`config.mk`:
```
export PLATFORM = sky130hd
export DESIGN_NAME = cifc_core
export DESIGN_NICKNAME = d
export VERILOG_FILES = /design/src/cifc_pkg.sv /design/src/cifc_core.sv /design/src/cifc_flag_unit.sv
export SDC_FILE = /design/constraint.sdc
export NUM_CORES = 1
export LEC_CHECK = 0
export ABC_AREA = 1
export CAP_MARGIN = 25
export CORE_MARGIN = 8
export CORE_UTILIZATION = 40
export CTS_BUF_LIST = sky130_fd_sc_hd__clkbuf_8 sky130_fd_sc_hd__clkbuf_16
export CTS_CLUSTER_SIZE = 30
export DETAILED_ROUTE_END_ITERATION = 6
export DONT_BUFFER_PORTS = 1
export PLACE_DENSITY_LB_ADDON = 0.3
export SYNTH_ARGS = -nofsm -noshare
export SYNTH_HDL_FRONTEND = slang
export SYNTH_SLANG_ARGS = --single-unit
```
`constraint.sdc`:
```
create_clock -name clock -period 6.35 [get_ports clock]
set_input_delay 1.27 -clock clock [delete_from_list [all_inputs] [get_ports clock]]
set_output_delay 1.27 -clock clock [all_outputs]
set_load 0.005 [all_outputs]
```
`src/cifc_pkg.sv`:
```
package cifc_pkg;
    // ****************************************
    // register field codes
    // ****************************************
    localparam logic [2:0] REG_B = 3'h0;
    localparam logic [2:0] REG_C = 3'h1;
    localparam logic [2:0] REG_D = 3'h2;
    localparam logic [2:0] REG_E = 3'h3;
    localparam logic [2:0] REG_H = 3'h4;
    localparam logic [2:0] REG_L = 3'h5;
    localparam logic [2:0] REG_MEM = 3'h6;
    localparam logic [2:0] REG_A = 3'h7;
    localparam logic [1:0] PAIR_BC = 2'h0;
    localparam logic [1:0] PAIR_DE = 2'h1;
    localparam logic [1:0] PAIR_HL = 2'h2;
    localparam logic [1:0] PAIR_SP = 2'h3;

    // ****************************************
    // alu operation codes
    // ****************************************
    localparam logic [2:0] ALU_ADD = 3'h0;
    localparam logic [2:0] ALU_ADC = 3'h1;
    localparam logic [2:0] ALU_SUB = 3'h2;
    localparam logic [2:0] ALU_SBB = 3'h3;
    localparam logic [2:0] ALU_AND = 3'h4;
    localparam logic [2:0] ALU_XOR = 3'h5;
    localparam logic [2:0] ALU_OR = 3'h6;
    localparam logic [2:0] ALU_CMP = 3'h7;

    // ****************************************
    // special opcodes
    // ****************************************
    localparam logic [7:0] OP_NOP = 8'h00;
    localparam logic [7:0] OP_HALT = 8'h76;
    localparam logic [7:0] OP_SET_CARRY = 8'h37;
    localparam logic [7:0] OP_COMPLEMENT_CARRY = 8'h3f;
    localparam logic [7:0] OP_INVERT_ACC = 8'h2f;
    localparam logic [7:0] OP_SWAP_DE_HL = 8'heb;
    localparam logic [7:0] OP_DECIMAL_ADJUST = 8'h27;
    localparam logic [7:0] OP_STORE_BC = 8'h02;
    localparam logic [7:0] OP_STORE_DE = 8'h12;
    localparam logic [7:0] OP_LOAD_BC = 8'h0a;
    localparam logic [7:0] OP_LOAD_DE = 8'h1a;

    // ****************************************
    // flag word bit positions
    // ****************************************
    localparam int FLAG_SIGN_BIT = 7;
    localparam int FLAG_ZERO_BIT = 6;
    localparam int FLAG_HALF_BIT = 4;
    localparam int FLAG_PARITY_BIT = 2;
    localparam int FLAG_ONE_BIT = 1;
    localparam int FLAG_CARRY_BIT = 0;
    localparam logic [7:0] FLAGS_RESET = 8'h02;

    // ****************************************
    // clock counts
    // ****************************************
    localparam logic [4:0] CLK_4 = 5'h04;
    localparam logic [4:0] CLK_5 = 5'h05;
    localparam logic [4:0] CLK_7 = 5'h07;
    localparam logic [4:0] CLK_10 = 5'h0a;
    localparam logic [4:0] CLK_11 = 5'h0b;

    // ****************************************
    // status word bits
    // ****************************************
    localparam logic [7:0] STAT_FETCH = 8'ha2;
    localparam logic [7:0] STAT_MEM_READ = 8'h82;
    localparam logic [7:0] STAT_MEM_WRITE = 8'h00;
    localparam logic [7:0] STAT_STACK_READ = 8'h86;
    localparam logic [7:0] STAT_STACK_WRITE = 8'h04;
    localparam logic [7:0] STAT_HALT_ACK = 8'h8a;
endpackage

```
`src/cifc_core.sv`:
```
`timescale 1ns/1ps
// Notes on behaviour
// (RULE_01) sign flag copies result bit 7.
// (RULE_02) zero flag set when result is zero.
// (RULE_03) parity flag set for even number of ones.
// (RULE_04) carry flag shows carry or borrow out of bit 7.
// (RULE_05) half carry flag shows carry or borrow from bit 3 to 4.
// (RULE_06) flags hold until the next instruction that changes them.
// (RULE_07) instructions span one to three bytes; first byte address names it.
// (RULE_08) second byte is low half, third byte high half.
// (RULE_09) data bus bits 7 down to 0, bit 7 most significant.
// (RULE_10) ready must be synchronised and stable by the outside.
// (RULE_11) hold request stable in its sampling states.
// (RULE_12) interrupt sampled only in the last clock of an instruction; the core also samples it in every clock while halted.
// (RULE_13) moves: register 5, memory 7, immediate 7, immediate-to-memory 10 clocks.
// (RULE_14) accumulator alu ops 4 clocks; memory or immediate forms 7.
// (RULE_15) xor and or clear carry.
// (RULE_16) pair increment and decrement take 5 clocks, flags untouched.
// (RULE_17) double add adds pair to HL in 10 clocks.
// (RULE_18) pair load immediate 10 clocks; pair codes BC DE HL SP.
// (RULE_19) push 11 clocks; pair code 3 pushes accumulator and flags.
// (RULE_20) pop 10 clocks; pair code 3 restores accumulator and flags.
// (RULE_21) indirect store via BC or DE and load via BC take 7 clocks.
// (RULE_22) special ops: set carry, complement carry, invert A, swap, nop, halt.
// (RULE_23) a status word accompanies the sync pulse at each cycle start; the core gives one sync pulse and status word per instruction only.
// (RULE_24) one to five machine cycles of three to five states each.
// (RULE_25) register codes B C D E H L memory A are 0 to 7.
module cifc_core (
    // clock and reset
    input wire logic clock,
    input wire logic sys_rst,
    // instruction bytes, presented whole
    input wire logic instrValid,
    input wire logic [7:0] opByte,
    input wire logic [7:0] lowByte,
    input wire logic [7:0] highByte,
    input wire logic [7:0] memData,
    input wire logic [15:0] stackData,
    input wire logic interruptReq,
    // instruction handshake
    output logic instrReady,
    output logic interruptTaken,
    // decode results
    output logic [4:0] clockCount,
    output logic [2:0] cycleCount,
    output logic [7:0] statusWord,
    output logic syncPulse,
    output logic memWrite,
    output logic [15:0] memAddr,
    output logic [7:0] memWriteData,
    output logic stackPush,
    output logic [15:0] stackWriteData,
    output logic halted,
    // architectural state
    output logic [7:0] accOut,
    output logic [7:0] flagsOut,
    output logic [15:0] pairBc,
    output logic [15:0] pairDe,
    output logic [15:0] pairHl,
    output logic [15:0] stackPtr
);
    // ****************************************
    // state and storage
    // ****************************************
    typedef enum logic [1:0] {CIFC_IDLE, CIFC_BUSY, CIFC_HALT} cifc_state_t;
    cifc_state_t state_r, state_nxt;
    logic [7:0] regs_r [0:7];
    logic [7:0] flags_r;
    logic [15:0] sp_r;
    logic [4:0] waitCnt_r;
    logic intPend_r;
    logic [2:0] intSync_r;
    logic intReq_r;
    logic [7:0] aluResPrev_r;
    logic [4:0] clockCount_r;
    logic [2:0] cycleCount_r;
    logic [7:0] statusWord_r;
    logic syncPulse_r;
    logic memWrite_r;
    logic [15:0] memAddr_r;
    logic [7:0] memWriteData_r;
    logic stackPush_r;
    logic [15:0] stackWriteData_r;

    // register index decode, used for source and destination fields
    function automatic logic [2:0] regField(input logic [7:0] op, input logic high);
        regField = high ? op[5:3] : op[2:0]; // RULE_25
    endfunction

    // ****************************************
    // decode
    // ****************************************
    logic [7:0] imm, srcVal, aluSrc;
    logic [15:0] imm16, hl, selPair, pairNext;
    logic [2:0] dst, src;
    logic [1:0] pair;
    logic isMov, isMvi, isAluReg, isAluImm, isIncPair, isDecPair, isDoubleAdd;
    logic isPairLoad, isPush, isPop, isStoreInd, isLoadInd, isHalt;

    assign imm = lowByte; // RULE_09
    assign imm16 = {highByte, lowByte}; // RULE_08
    assign dst = regField(opByte, 1'b1);
    assign src = regField(opByte, 1'b0);
    assign pair = opByte[5:4];
    assign isHalt = (opByte == cifc_pkg::OP_HALT);
    assign isMov = (opByte[7:6] == 2'h1) && !isHalt;
    assign isMvi = (opByte[7:6] == 2'h0) && (opByte[2:0] == 3'h6);
    assign isAluReg = (opByte[7:6] == 2'h2);
    assign isAluImm = (opByte[7:6] == 2'h3) && (opByte[2:0] == 3'h6);
    assign isIncPair = (opByte[7:6] == 2'h0) && (opByte[3:0] == 4'h3);
    assign isDecPair = (opByte[7:6] == 2'h0) && (opByte[3:0] == 4'hb);
    assign isDoubleAdd = (opByte[7:6] == 2'h0) && (opByte[3:0] == 4'h9);
    assign isPairLoad = (opByte[7:6] == 2'h0) && (opByte[3:0] == 4'h1);
    assign isPush = (opByte[7:6] == 2'h3) && (opByte[3:0] == 4'h5);
    assign isPop = (opByte[7:6] == 2'h3) && (opByte[3:0] == 4'h1);
    assign isStoreInd = (opByte == cifc_pkg::OP_STORE_BC) || (opByte == cifc_pkg::OP_STORE_DE);
    assign isLoadInd = (opByte == cifc_pkg::OP_LOAD_BC) || (opByte == cifc_pkg::OP_LOAD_DE);

    assign hl = {regs_r[cifc_pkg::REG_H], regs_r[cifc_pkg::REG_L]};
    // pair field selection: BC, DE, HL, SP
    assign selPair = (pair == cifc_pkg::PAIR_BC) ? {regs_r[cifc_pkg::REG_B], regs_r[cifc_pkg::REG_C]} :
                     (pair == cifc_pkg::PAIR_DE) ? {regs_r[cifc_pkg::REG_D], regs_r[cifc_pkg::REG_E]} :
                     (pair == cifc_pkg::PAIR_HL) ? hl : sp_r; // RULE_18
    assign srcVal = (src == cifc_pkg::REG_MEM) ? memData : regs_r[src];
    assign aluSrc = isAluImm ? imm : srcVal; // RULE_14
    assign pairNext = isPairLoad ? imm16 : isPop ? stackData : isIncPair ? selPair + 16'h0001 : selPair - 16'h0001;

    // ****************************************
    // alu
    // ****************************************
    logic [7:0] aluRes;
    logic fS, fZ, fP, fC, fH, aluWb;
    cifc_flag_unit cifc_flag_unit_inst (
        .aluOp(opByte[5:3]),
        .accIn(regs_r[cifc_pkg::REG_A]),
        .srcIn(aluSrc),
        .carryIn(flags_r[cifc_pkg::FLAG_CARRY_BIT]),
        .result(aluRes),
        .signOut(fS),
        .zeroOut(fZ),
        .parityOut(fP),
        .carryOut(fC),
        .halfOut(fH),
        .writeBack(aluWb)
    );
    logic [7:0] aluFlags;
    assign aluFlags = {fS, fZ, 1'b0, fH, 1'b0, fP, 1'b1, fC}; // RULE_01 RULE_02 RULE_03 RULE_04 RULE_05

    // 16-bit adder for double add; only carry changes
    logic [16:0] doubleAddSum;
    assign doubleAddSum = {1'b0, hl} + {1'b0, selPair}; // RULE_17

    // ****************************************
    // clock count and cycle count per opcode
    // ****************************************
    logic [4:0] clocks;
    logic [2:0] cycles;
    always_comb begin
        clocks = cifc_pkg::CLK_4;
        cycles = 3'h1;
        if (isMov) begin
            clocks = ((src == cifc_pkg::REG_MEM) || (dst == cifc_pkg::REG_MEM)) ? cifc_pkg::CLK_7 : cifc_pkg::CLK_5; // RULE_13
            cycles = ((src == cifc_pkg::REG_MEM) || (dst == cifc_pkg::REG_MEM)) ? 3'h2 : 3'h1;
        end else if (isMvi) begin
            clocks = (dst == cifc_pkg::REG_MEM) ? cifc_pkg::CLK_10 : cifc_pkg::CLK_7; // RULE_13
            cycles = (dst == cifc_pkg::REG_MEM) ? 3'h3 : 3'h2;
        end else if (isAluReg || isAluImm) begin
            clocks = (isAluImm || (src == cifc_pkg::REG_MEM)) ? cifc_pkg::CLK_7 : cifc_pkg::CLK_4; // RULE_14
            cycles = (isAluImm || (src == cifc_pkg::REG_MEM)) ? 3'h2 : 3'h1;
        end else if (isIncPair || isDecPair) begin
            clocks = cifc_pkg::CLK_5; // RULE_16
        end else if (isDoubleAdd || isPairLoad || isPop) begin
            clocks = cifc_pkg::CLK_10; // RULE_17 RULE_18 RULE_20
            cycles = 3'h3;
        end else if (isPush) begin
            clocks = cifc_pkg::CLK_11; // RULE_19
            cycles = 3'h3;
        end else if (isStoreInd || isLoadInd || isHalt) begin
            clocks = cifc_pkg::CLK_7; // RULE_21
            cycles = 3'h2;
        end
    end

    // status word of the first machine cycle
    logic [7:0] status;
    assign status = isHalt ? cifc_pkg::STAT_HALT_ACK : cifc_pkg::STAT_FETCH; // RULE_23

    // ****************************************
    // sequencing
    // ****************************************
    logic accept, lastClock;
    assign instrReady = (state_r == CIFC_IDLE);
    assign accept = instrReady && instrValid; // RULE_07
    assign lastClock = (state_r == CIFC_BUSY) && (waitCnt_r == 5'h01);

    // every instruction but halt holds the core for its documented clock count; halt holds it until an interrupt
    always_comb begin
        state_nxt = state_r;
        case (state_r)
            CIFC_IDLE: if (accept) state_nxt = isHalt ? CIFC_HALT : CIFC_BUSY;
            CIFC_BUSY: if (lastClock) state_nxt = CIFC_IDLE;
            CIFC_HALT: if (intReq_r) state_nxt = CIFC_IDLE;
            default: state_nxt = CIFC_IDLE;
        endcase
    end

    always_ff @(posedge clock) begin
        if (sys_rst) begin
            state_r <= CIFC_IDLE;
            waitCnt_r <= 5'h00;
        end else begin
            state_r <= state_nxt;
            if (accept) waitCnt_r <= clocks - 5'h01; // RULE_24
            else if (waitCnt_r != 5'h00) waitCnt_r <= waitCnt_r - 5'h01;
        end
    end

    // pin passes three flops, counts once the last two agree; used in the last clock or while halted
    always_ff @(posedge clock) begin
        if (sys_rst) begin
            intSync_r <= 3'h0;
            intReq_r <= 1'b0;
            intPend_r <= 1'b0;
        end else begin
            intSync_r <= {intSync_r[1:0], interruptReq};
            if (intSync_r[2] == intSync_r[1]) intReq_r <= intSync_r[2];
            intPend_r <= (lastClock || state_r == CIFC_HALT) && intReq_r; // RULE_12
        end
    end
    assign interruptTaken = intPend_r;

    // ****************************************
    // execution: registers and flags
    // ****************************************
    always_ff @(posedge clock) begin
        if (sys_rst) begin
            for (int i = 0; i < 8; i++) regs_r[i] <= 8'h00;
            flags_r <= cifc_pkg::FLAGS_RESET;
            sp_r <= 16'h0000;
        end else if (accept) begin
            if (isMov && dst != cifc_pkg::REG_MEM) regs_r[dst] <= srcVal; // RULE_13
            if (isMvi && dst != cifc_pkg::REG_MEM) regs_r[dst] <= imm;
            if (isAluReg || isAluImm) begin
                if (aluWb) regs_r[cifc_pkg::REG_A] <= aluRes;
                flags_r <= aluFlags; // RULE_06
            end
            if (isIncPair || isDecPair || isPairLoad || (isPop && pair != cifc_pkg::PAIR_SP)) begin
                case (pair)
                    cifc_pkg::PAIR_BC: {regs_r[cifc_pkg::REG_B], regs_r[cifc_pkg::REG_C]} <= pairNext; // RULE_16
                    cifc_pkg::PAIR_DE: {regs_r[cifc_pkg::REG_D], regs_r[cifc_pkg::REG_E]} <= pairNext;
                    cifc_pkg::PAIR_HL: {regs_r[cifc_pkg::REG_H], regs_r[cifc_pkg::REG_L]} <= pairNext;
                    default: sp_r <= pairNext; // RULE_18
                endcase
            end
            if (isPop && pair == cifc_pkg::PAIR_SP) begin
                regs_r[cifc_pkg::REG_A] <= stackData[15:8]; // RULE_20
                flags_r <= stackData[7:0] | cifc_pkg::FLAGS_RESET;
            end
            if (isPop) sp_r <= sp_r + 16'h0002;
            if (isPush) sp_r <= sp_r - 16'h0002;
            if (isDoubleAdd) begin
                {regs_r[cifc_pkg::REG_H], regs_r[cifc_pkg::REG_L]} <= doubleAddSum[15:0]; // RULE_17
                flags_r[cifc_pkg::FLAG_CARRY_BIT] <= doubleAddSum[16];
            end
            if (isLoadInd) regs_r[cifc_pkg::REG_A] <= memData; // RULE_21
            // special group
            case (opByte)
                cifc_pkg::OP_SET_CARRY: flags_r[cifc_pkg::FLAG_CARRY_BIT] <= 1'b1; // RULE_22
                cifc_pkg::OP_COMPLEMENT_CARRY: flags_r[cifc_pkg::FLAG_CARRY_BIT] <= ~flags_r[cifc_pkg::FLAG_CARRY_BIT];
                cifc_pkg::OP_INVERT_ACC: regs_r[cifc_pkg::REG_A] <= ~regs_r[cifc_pkg::REG_A];
                cifc_pkg::OP_SWAP_DE_HL: begin
                    {regs_r[cifc_pkg::REG_D], regs_r[cifc_pkg::REG_E]} <= hl;
                    {regs_r[cifc_pkg::REG_H], regs_r[cifc_pkg::REG_L]} <= {regs_r[cifc_pkg::REG_D], regs_r[cifc_pkg::REG_E]};
                end
                default: begin
                end
            endcase
        end
    end

    // ****************************************
    // bus side outputs, registered
    // ****************************************
    logic wrMem;
    logic [15:0] wrAddr;
    logic [7:0] wrData;
    assign wrMem = isStoreInd || (isMov && dst == cifc_pkg::REG_MEM) || (isMvi && dst == cifc_pkg::REG_MEM);
    assign wrAddr = isStoreInd ? selPair : (isMov || isMvi || isAluReg) ? hl : imm16;
    assign wrData = isMvi ? imm : isMov ? srcVal : regs_r[cifc_pkg::REG_A]; // RULE_21

    always_ff @(posedge clock) begin
        if (sys_rst) begin
            clockCount_r <= 5'h00;
            cycleCount_r <= 3'h0;
            statusWord_r <= 8'h00;
            syncPulse_r <= 1'b0;
            memWrite_r <= 1'b0;
            memAddr_r <= 16'h0000;
            memWriteData_r <= 8'h00;
            stackPush_r <= 1'b0;
            stackWriteData_r <= 16'h0000;
        end else begin
            syncPulse_r <= accept; // RULE_23
            memWrite_r <= accept && wrMem;
            stackPush_r <= accept && isPush;
            if (accept) begin
                clockCount_r <= clocks;
                cycleCount_r <= cycles;
                statusWord_r <= status;
                memAddr_r <= isPush ? sp_r - 16'h0002 : wrAddr;
                memWriteData_r <= wrData;
                // pair code 3 pushes accumulator with flags word
                stackWriteData_r <= (pair == cifc_pkg::PAIR_SP) ? {regs_r[cifc_pkg::REG_A], flags_r} : selPair; // RULE_19
            end
        end
    end

    assign clockCount = clockCount_r;
    assign cycleCount = cycleCount_r;
    assign statusWord = statusWord_r;
    assign syncPulse = syncPulse_r;
    assign memWrite = memWrite_r;
    assign memAddr = memAddr_r;
    assign memWriteData = memWriteData_r;
    assign stackPush = stackPush_r;
    assign stackWriteData = stackWriteData_r;
    assign halted = (state_r == CIFC_HALT);
    assign accOut = regs_r[cifc_pkg::REG_A];
    assign flagsOut = flags_r;
    assign pairBc = {regs_r[cifc_pkg::REG_B], regs_r[cifc_pkg::REG_C]};
    assign pairDe = {regs_r[cifc_pkg::REG_D], regs_r[cifc_pkg::REG_E]};
    assign pairHl = hl;
    assign stackPtr = sp_r;

    // result kept one clock so the flag checks see what was taken
    always_ff @(posedge clock) aluResPrev_r <= aluRes;
endmodule

```
`src/cifc_flag_unit.sv`:
```
`timescale 1ns/1ps
// ****************************************
// 8-bit alu with flag generation
// ****************************************
module cifc_flag_unit (
    // operands
    input wire logic [2:0] aluOp,
    input wire logic [7:0] accIn,
    input wire logic [7:0] srcIn,
    input wire logic carryIn,
    // results
    output logic [7:0] result,
    output logic signOut,
    output logic zeroOut,
    output logic parityOut,
    output logic carryOut,
    output logic halfOut,
    output logic writeBack
);
    logic [8:0] sum;
    logic [4:0] lowSum;
    logic cin;
    logic isSub;

    // subtract forms add the complement; borrow is the inverted carry
    assign isSub = (aluOp == cifc_pkg::ALU_SUB) || (aluOp == cifc_pkg::ALU_SBB) || (aluOp == cifc_pkg::ALU_CMP);
    assign cin = (aluOp == cifc_pkg::ALU_ADC) ? carryIn :
                 (aluOp == cifc_pkg::ALU_SBB) ? ~carryIn : isSub;
    assign sum = {1'b0, accIn} + {1'b0, (isSub ? ~srcIn : srcIn)} + {8'h00, cin};
    assign lowSum = {1'b0, accIn[3:0]} + {1'b0, (isSub ? ~srcIn[3:0] : srcIn[3:0])} + {4'h0, cin};

    // result selection
    always_comb begin
        result = sum[7:0];
        carryOut = isSub ? ~sum[8] : sum[8]; // RULE_04
        halfOut = isSub ? ~lowSum[4] : lowSum[4]; // RULE_05
        case (aluOp)
            cifc_pkg::ALU_AND: begin
                result = accIn & srcIn;
                carryOut = 1'b0;
                halfOut = accIn[3] | srcIn[3];
            end
            cifc_pkg::ALU_XOR: begin
                result = accIn ^ srcIn;
                carryOut = 1'b0; // RULE_15
                halfOut = 1'b0;
            end
            cifc_pkg::ALU_OR: begin
                result = accIn | srcIn;
                carryOut = 1'b0; // RULE_15
                halfOut = 1'b0;
            end
            default: begin
            end
        endcase
    end

    // compare leaves the accumulator alone
    assign writeBack = (aluOp != cifc_pkg::ALU_CMP);
    assign signOut = result[7]; // RULE_01
    assign zeroOut = (result == 8'h00); // RULE_02
    assign parityOut = ~^result; // RULE_03
endmodule

```
==> results.md <==
* Status: finished, final reports clean
* Wire per inst at 28.5 µm
* Root Driver: clkbuf_16
* Vias at 15,660
* Vias per inst at ~6.2
* Max FO, Critical Path at 19
* Final Skew at 0.0120 ns
* Main area contributors after synthesis: dfxtp_1 21%, nand2_1 13%, o21ai_0 11%, a21oi_1 7.3%, inv_1 6.5%
* FFs w/ async S/R, synth at 0%
* PwrDens at approximately 220 nW/µm²
* GRT Overall Usage at a little over a third
* Filler cells at 3,597
* Starting DRT DRC Count at ~2,100
* Netlist Area Pre-Place at 13,300 µm²
* Number of global-route vias before repair at around 14,000
* Resized Gates After CTS at 0
* Initial antenna violation count at 6
* Avg Inst Size Synth at 6.13 µm²
* Netlist cell types at 60
* Hold WS at 0.410 ns
* Die X-Extent at 198 µm
* Largest net degree at the start of global routing at 63
* Register area share after synthesis at 21.4%
* Worst Hold Class: register to register
* Post-Route WL at 71,500 µm
* Final setup TNS at 0 ns
* Hold-fix buffers at CTS at 0
* CTS tree: built
* HPWL reported at the end of detailed placement at about 55,000 µm
* WS Path Type: input pin to register
* Global-route wire length before repair at 102,000 µm
* Core ar. at around 33,000 µm²
* Clock sinks at 142
* Max-cap violations at 0
* Synth area leader: dfxtp_1
* Final RePlAce weighted congestion at 1.01
* Maximum vdd ir drop at just over 0.2 mV
* Post-synth top flop: dfxtp_1
* Port-buffer cells at 0
* RSZ-0062 raised after global routing: no
* Final Setup Violations at 0
* Clock buffer count from CTS at 17
* Initial DRT Pass Iterations at 5
* Crit path arrival time at 5.22 ns
* FF+latch count, synth at about 140
* Max clock buf depth at 2
* Total gr overflow at 0
* Final min period at 4.84 ns
* Synth top area share at 21.4%
* Max-slew headroom at 28.0%
* Setup repair bufs after CTS at 0
* Critical Path Source Type: input pin
* # nets final at 2,168
* Synth Warn # at 0
* Starting Density at 40.7%
* Layout cells sized above 1 at 6.35%
* Nature of the critical path endpoint: register
* Pleak at ~6.2 nW
* Area Growth Syn to Fin at 3.64%
* Fin. Hold Viols at 0
* Die area at between 30,000 and 40,000 µm²
* Ports at 194
* Clock slew seen by the registers of the worst setup and hold paths at roughly 0.070 ns
* Synth Instances at 2,165
* Worst Tran Pin Value at 1.08 ns
* Max-slew violations at 0
* DRC violations left at 0
* Final critical-path share of the clock period at approximately 76%
* Rows at 66
* Detail Route Antenna Nets at 0
* Htree depth at 4
* Post-synth EDFFs at 0
* Fmax achieved at 207 MHz
* Worst-Skew Late Latency at 0.46 ns
* Die Height at 198 µm
* Req. time, crit path at 6.74 ns
==> cell usage after synthesis (24+ instances only) <==
cell	n
nand2_1	462
o21ai_0	289
inv_1	228
a21oi_1	193
nor2_1	152
dfxtp_1	142
nand3_1	105
buf_4	71
clkbuf_1	65
ha_1	63
o22ai_1	59
o211ai_1	38
buf_2	29
o21ai_1	24
==> per-stage QoR <==
step	area, µm²	instances	worst slack, ns	utilization (%)	total power, W
after floorplan	13300	2170	1.36	-	0.00161
after global placement	13100	2470	1.18	40.2	0.00192
after detailed placement	13100	2470	1.13	40.2	0.00192
after CTS	13700	2502	1.58	42.1	0.00296
after global routing	13700	2506	1.18	42.1	0.00311
final	13800	2507	1.51	42.2	0.00300
==> area by class of cell <==
class / instances / area [µm²] / share of cell area, %
clock buffers: 17 / 425 / 3.09
diodes: 3 / 7.51 / 0.0546
flip-flops and latches: 142 / 2840 / 20.7
well taps: 442 / 553 / 4.02
inverters: 252 / 948 / 6.90
clock inverters: 15 / 166 / 1.21
repair buffers: 33 / 255 / 1.86
multi-input cells: 1603 / 8550 / 62.2
==> sequential cells by signal, indices dropped and copies added (netlist names), 7 cells and up <==
signal	count
accOut	8
flagsOut	7
memAddr	16
memWriteData	8
pairBc	16
pairDe	16
pairHl	16
stackPtr	16
stackWriteData	16
==> power by group <==
group	internal (W)	switching (W)	total, W
combinational	0.000279	0.000657	0.000936
sequential	0.000940	0.0000698	0.00101
clock	0.000560	0.000493	0.00105
total	0.00178	0.00122	0.00300
==> worst paths after layout <==
check,start,to,slack (ns),cells past startpoint
max,opByte[2],flagsOut[2]$_SDFFE_PP0P_,1.51,21
min,intSync_r[0]$_SDFF_PP0_,intSync_r[1]$_SDFF_PP0_,0.41,2
max reg2reg,pairHl[1]$_SDFFE_PP0P_,flagsOut[2]$_SDFFE_PP0P_,1.69,22
min reg2reg,intSync_r[0]$_SDFF_PP0_,intSync_r[1]$_SDFF_PP0_,0.41,2
==> kinds of logic after synthesis <==
kind of cell	count (synthesis)	synth area share (%)
other cells	2	0.0566
xor+xnor	38	2.51
buf+inv	425	14.5
flops	142	21.4
simple gates	793	25.3
fa+ha+maj	67	6.54
compound gates	698	29.7
==> worst max-delay path, cell delays in order <==
cell and delay (ns):
inv_2 0.26, nor2_2 0.07, buf_4 0.18, nand2_1 0.07, nand3_1 0.47, nand2_1 0.18
o21ai_0 0.19, xnor2_1 0.23, fa_1 0.45, nand3_1 0.08, nand3_1 0.15, a21oi_1 0.17
o21ai_0 0.13, or2_2 0.29, nand3_1 0.09, nand2_1 0.06, ha_1 0.31, xnor2_1 0.19
xnor2_1 0.14, nand2_1 0.07, a31oi_1 0.16
==> routing by layer <==
metal / GRT usage (%) / vias up / share of wire [%]
met5: 0.383 / - / 0.060
met4: 22.2 / 6 / 6.7
li1: - / 7033 / -
met3: 12.2 / 275 / 13
met1: 42.8 / 7273 / 37
met2: 53.5 / 1073 / 43
==> layout by cell type, fill, tap and decap left out, types with 5 or more instances in the layout <==
master,n
o21ai_1,24
dfxtp_1,142
inv_2,20
clkbuf_16,17
nor3_1,17
a31oi_1,22
o21a_1,5
o211ai_1,38
nor2_2,15
nor2_1,149
inv_6,7
conb_1,7
or2_2,10
a211oi_1,13
ha_1,63
o221ai_1,6
inv_1,227
a21oi_1,193
nor2_4,6
xor2_1,22
nand3_1,105
o31ai_1,6
o21bai_1,7
o21ai_0,289
a32o_1,7
buf_4,31
nand2_1,462
nand4_1,11
o22ai_1,59
xnor2_1,16
Power figures use the tool's default switching activity.
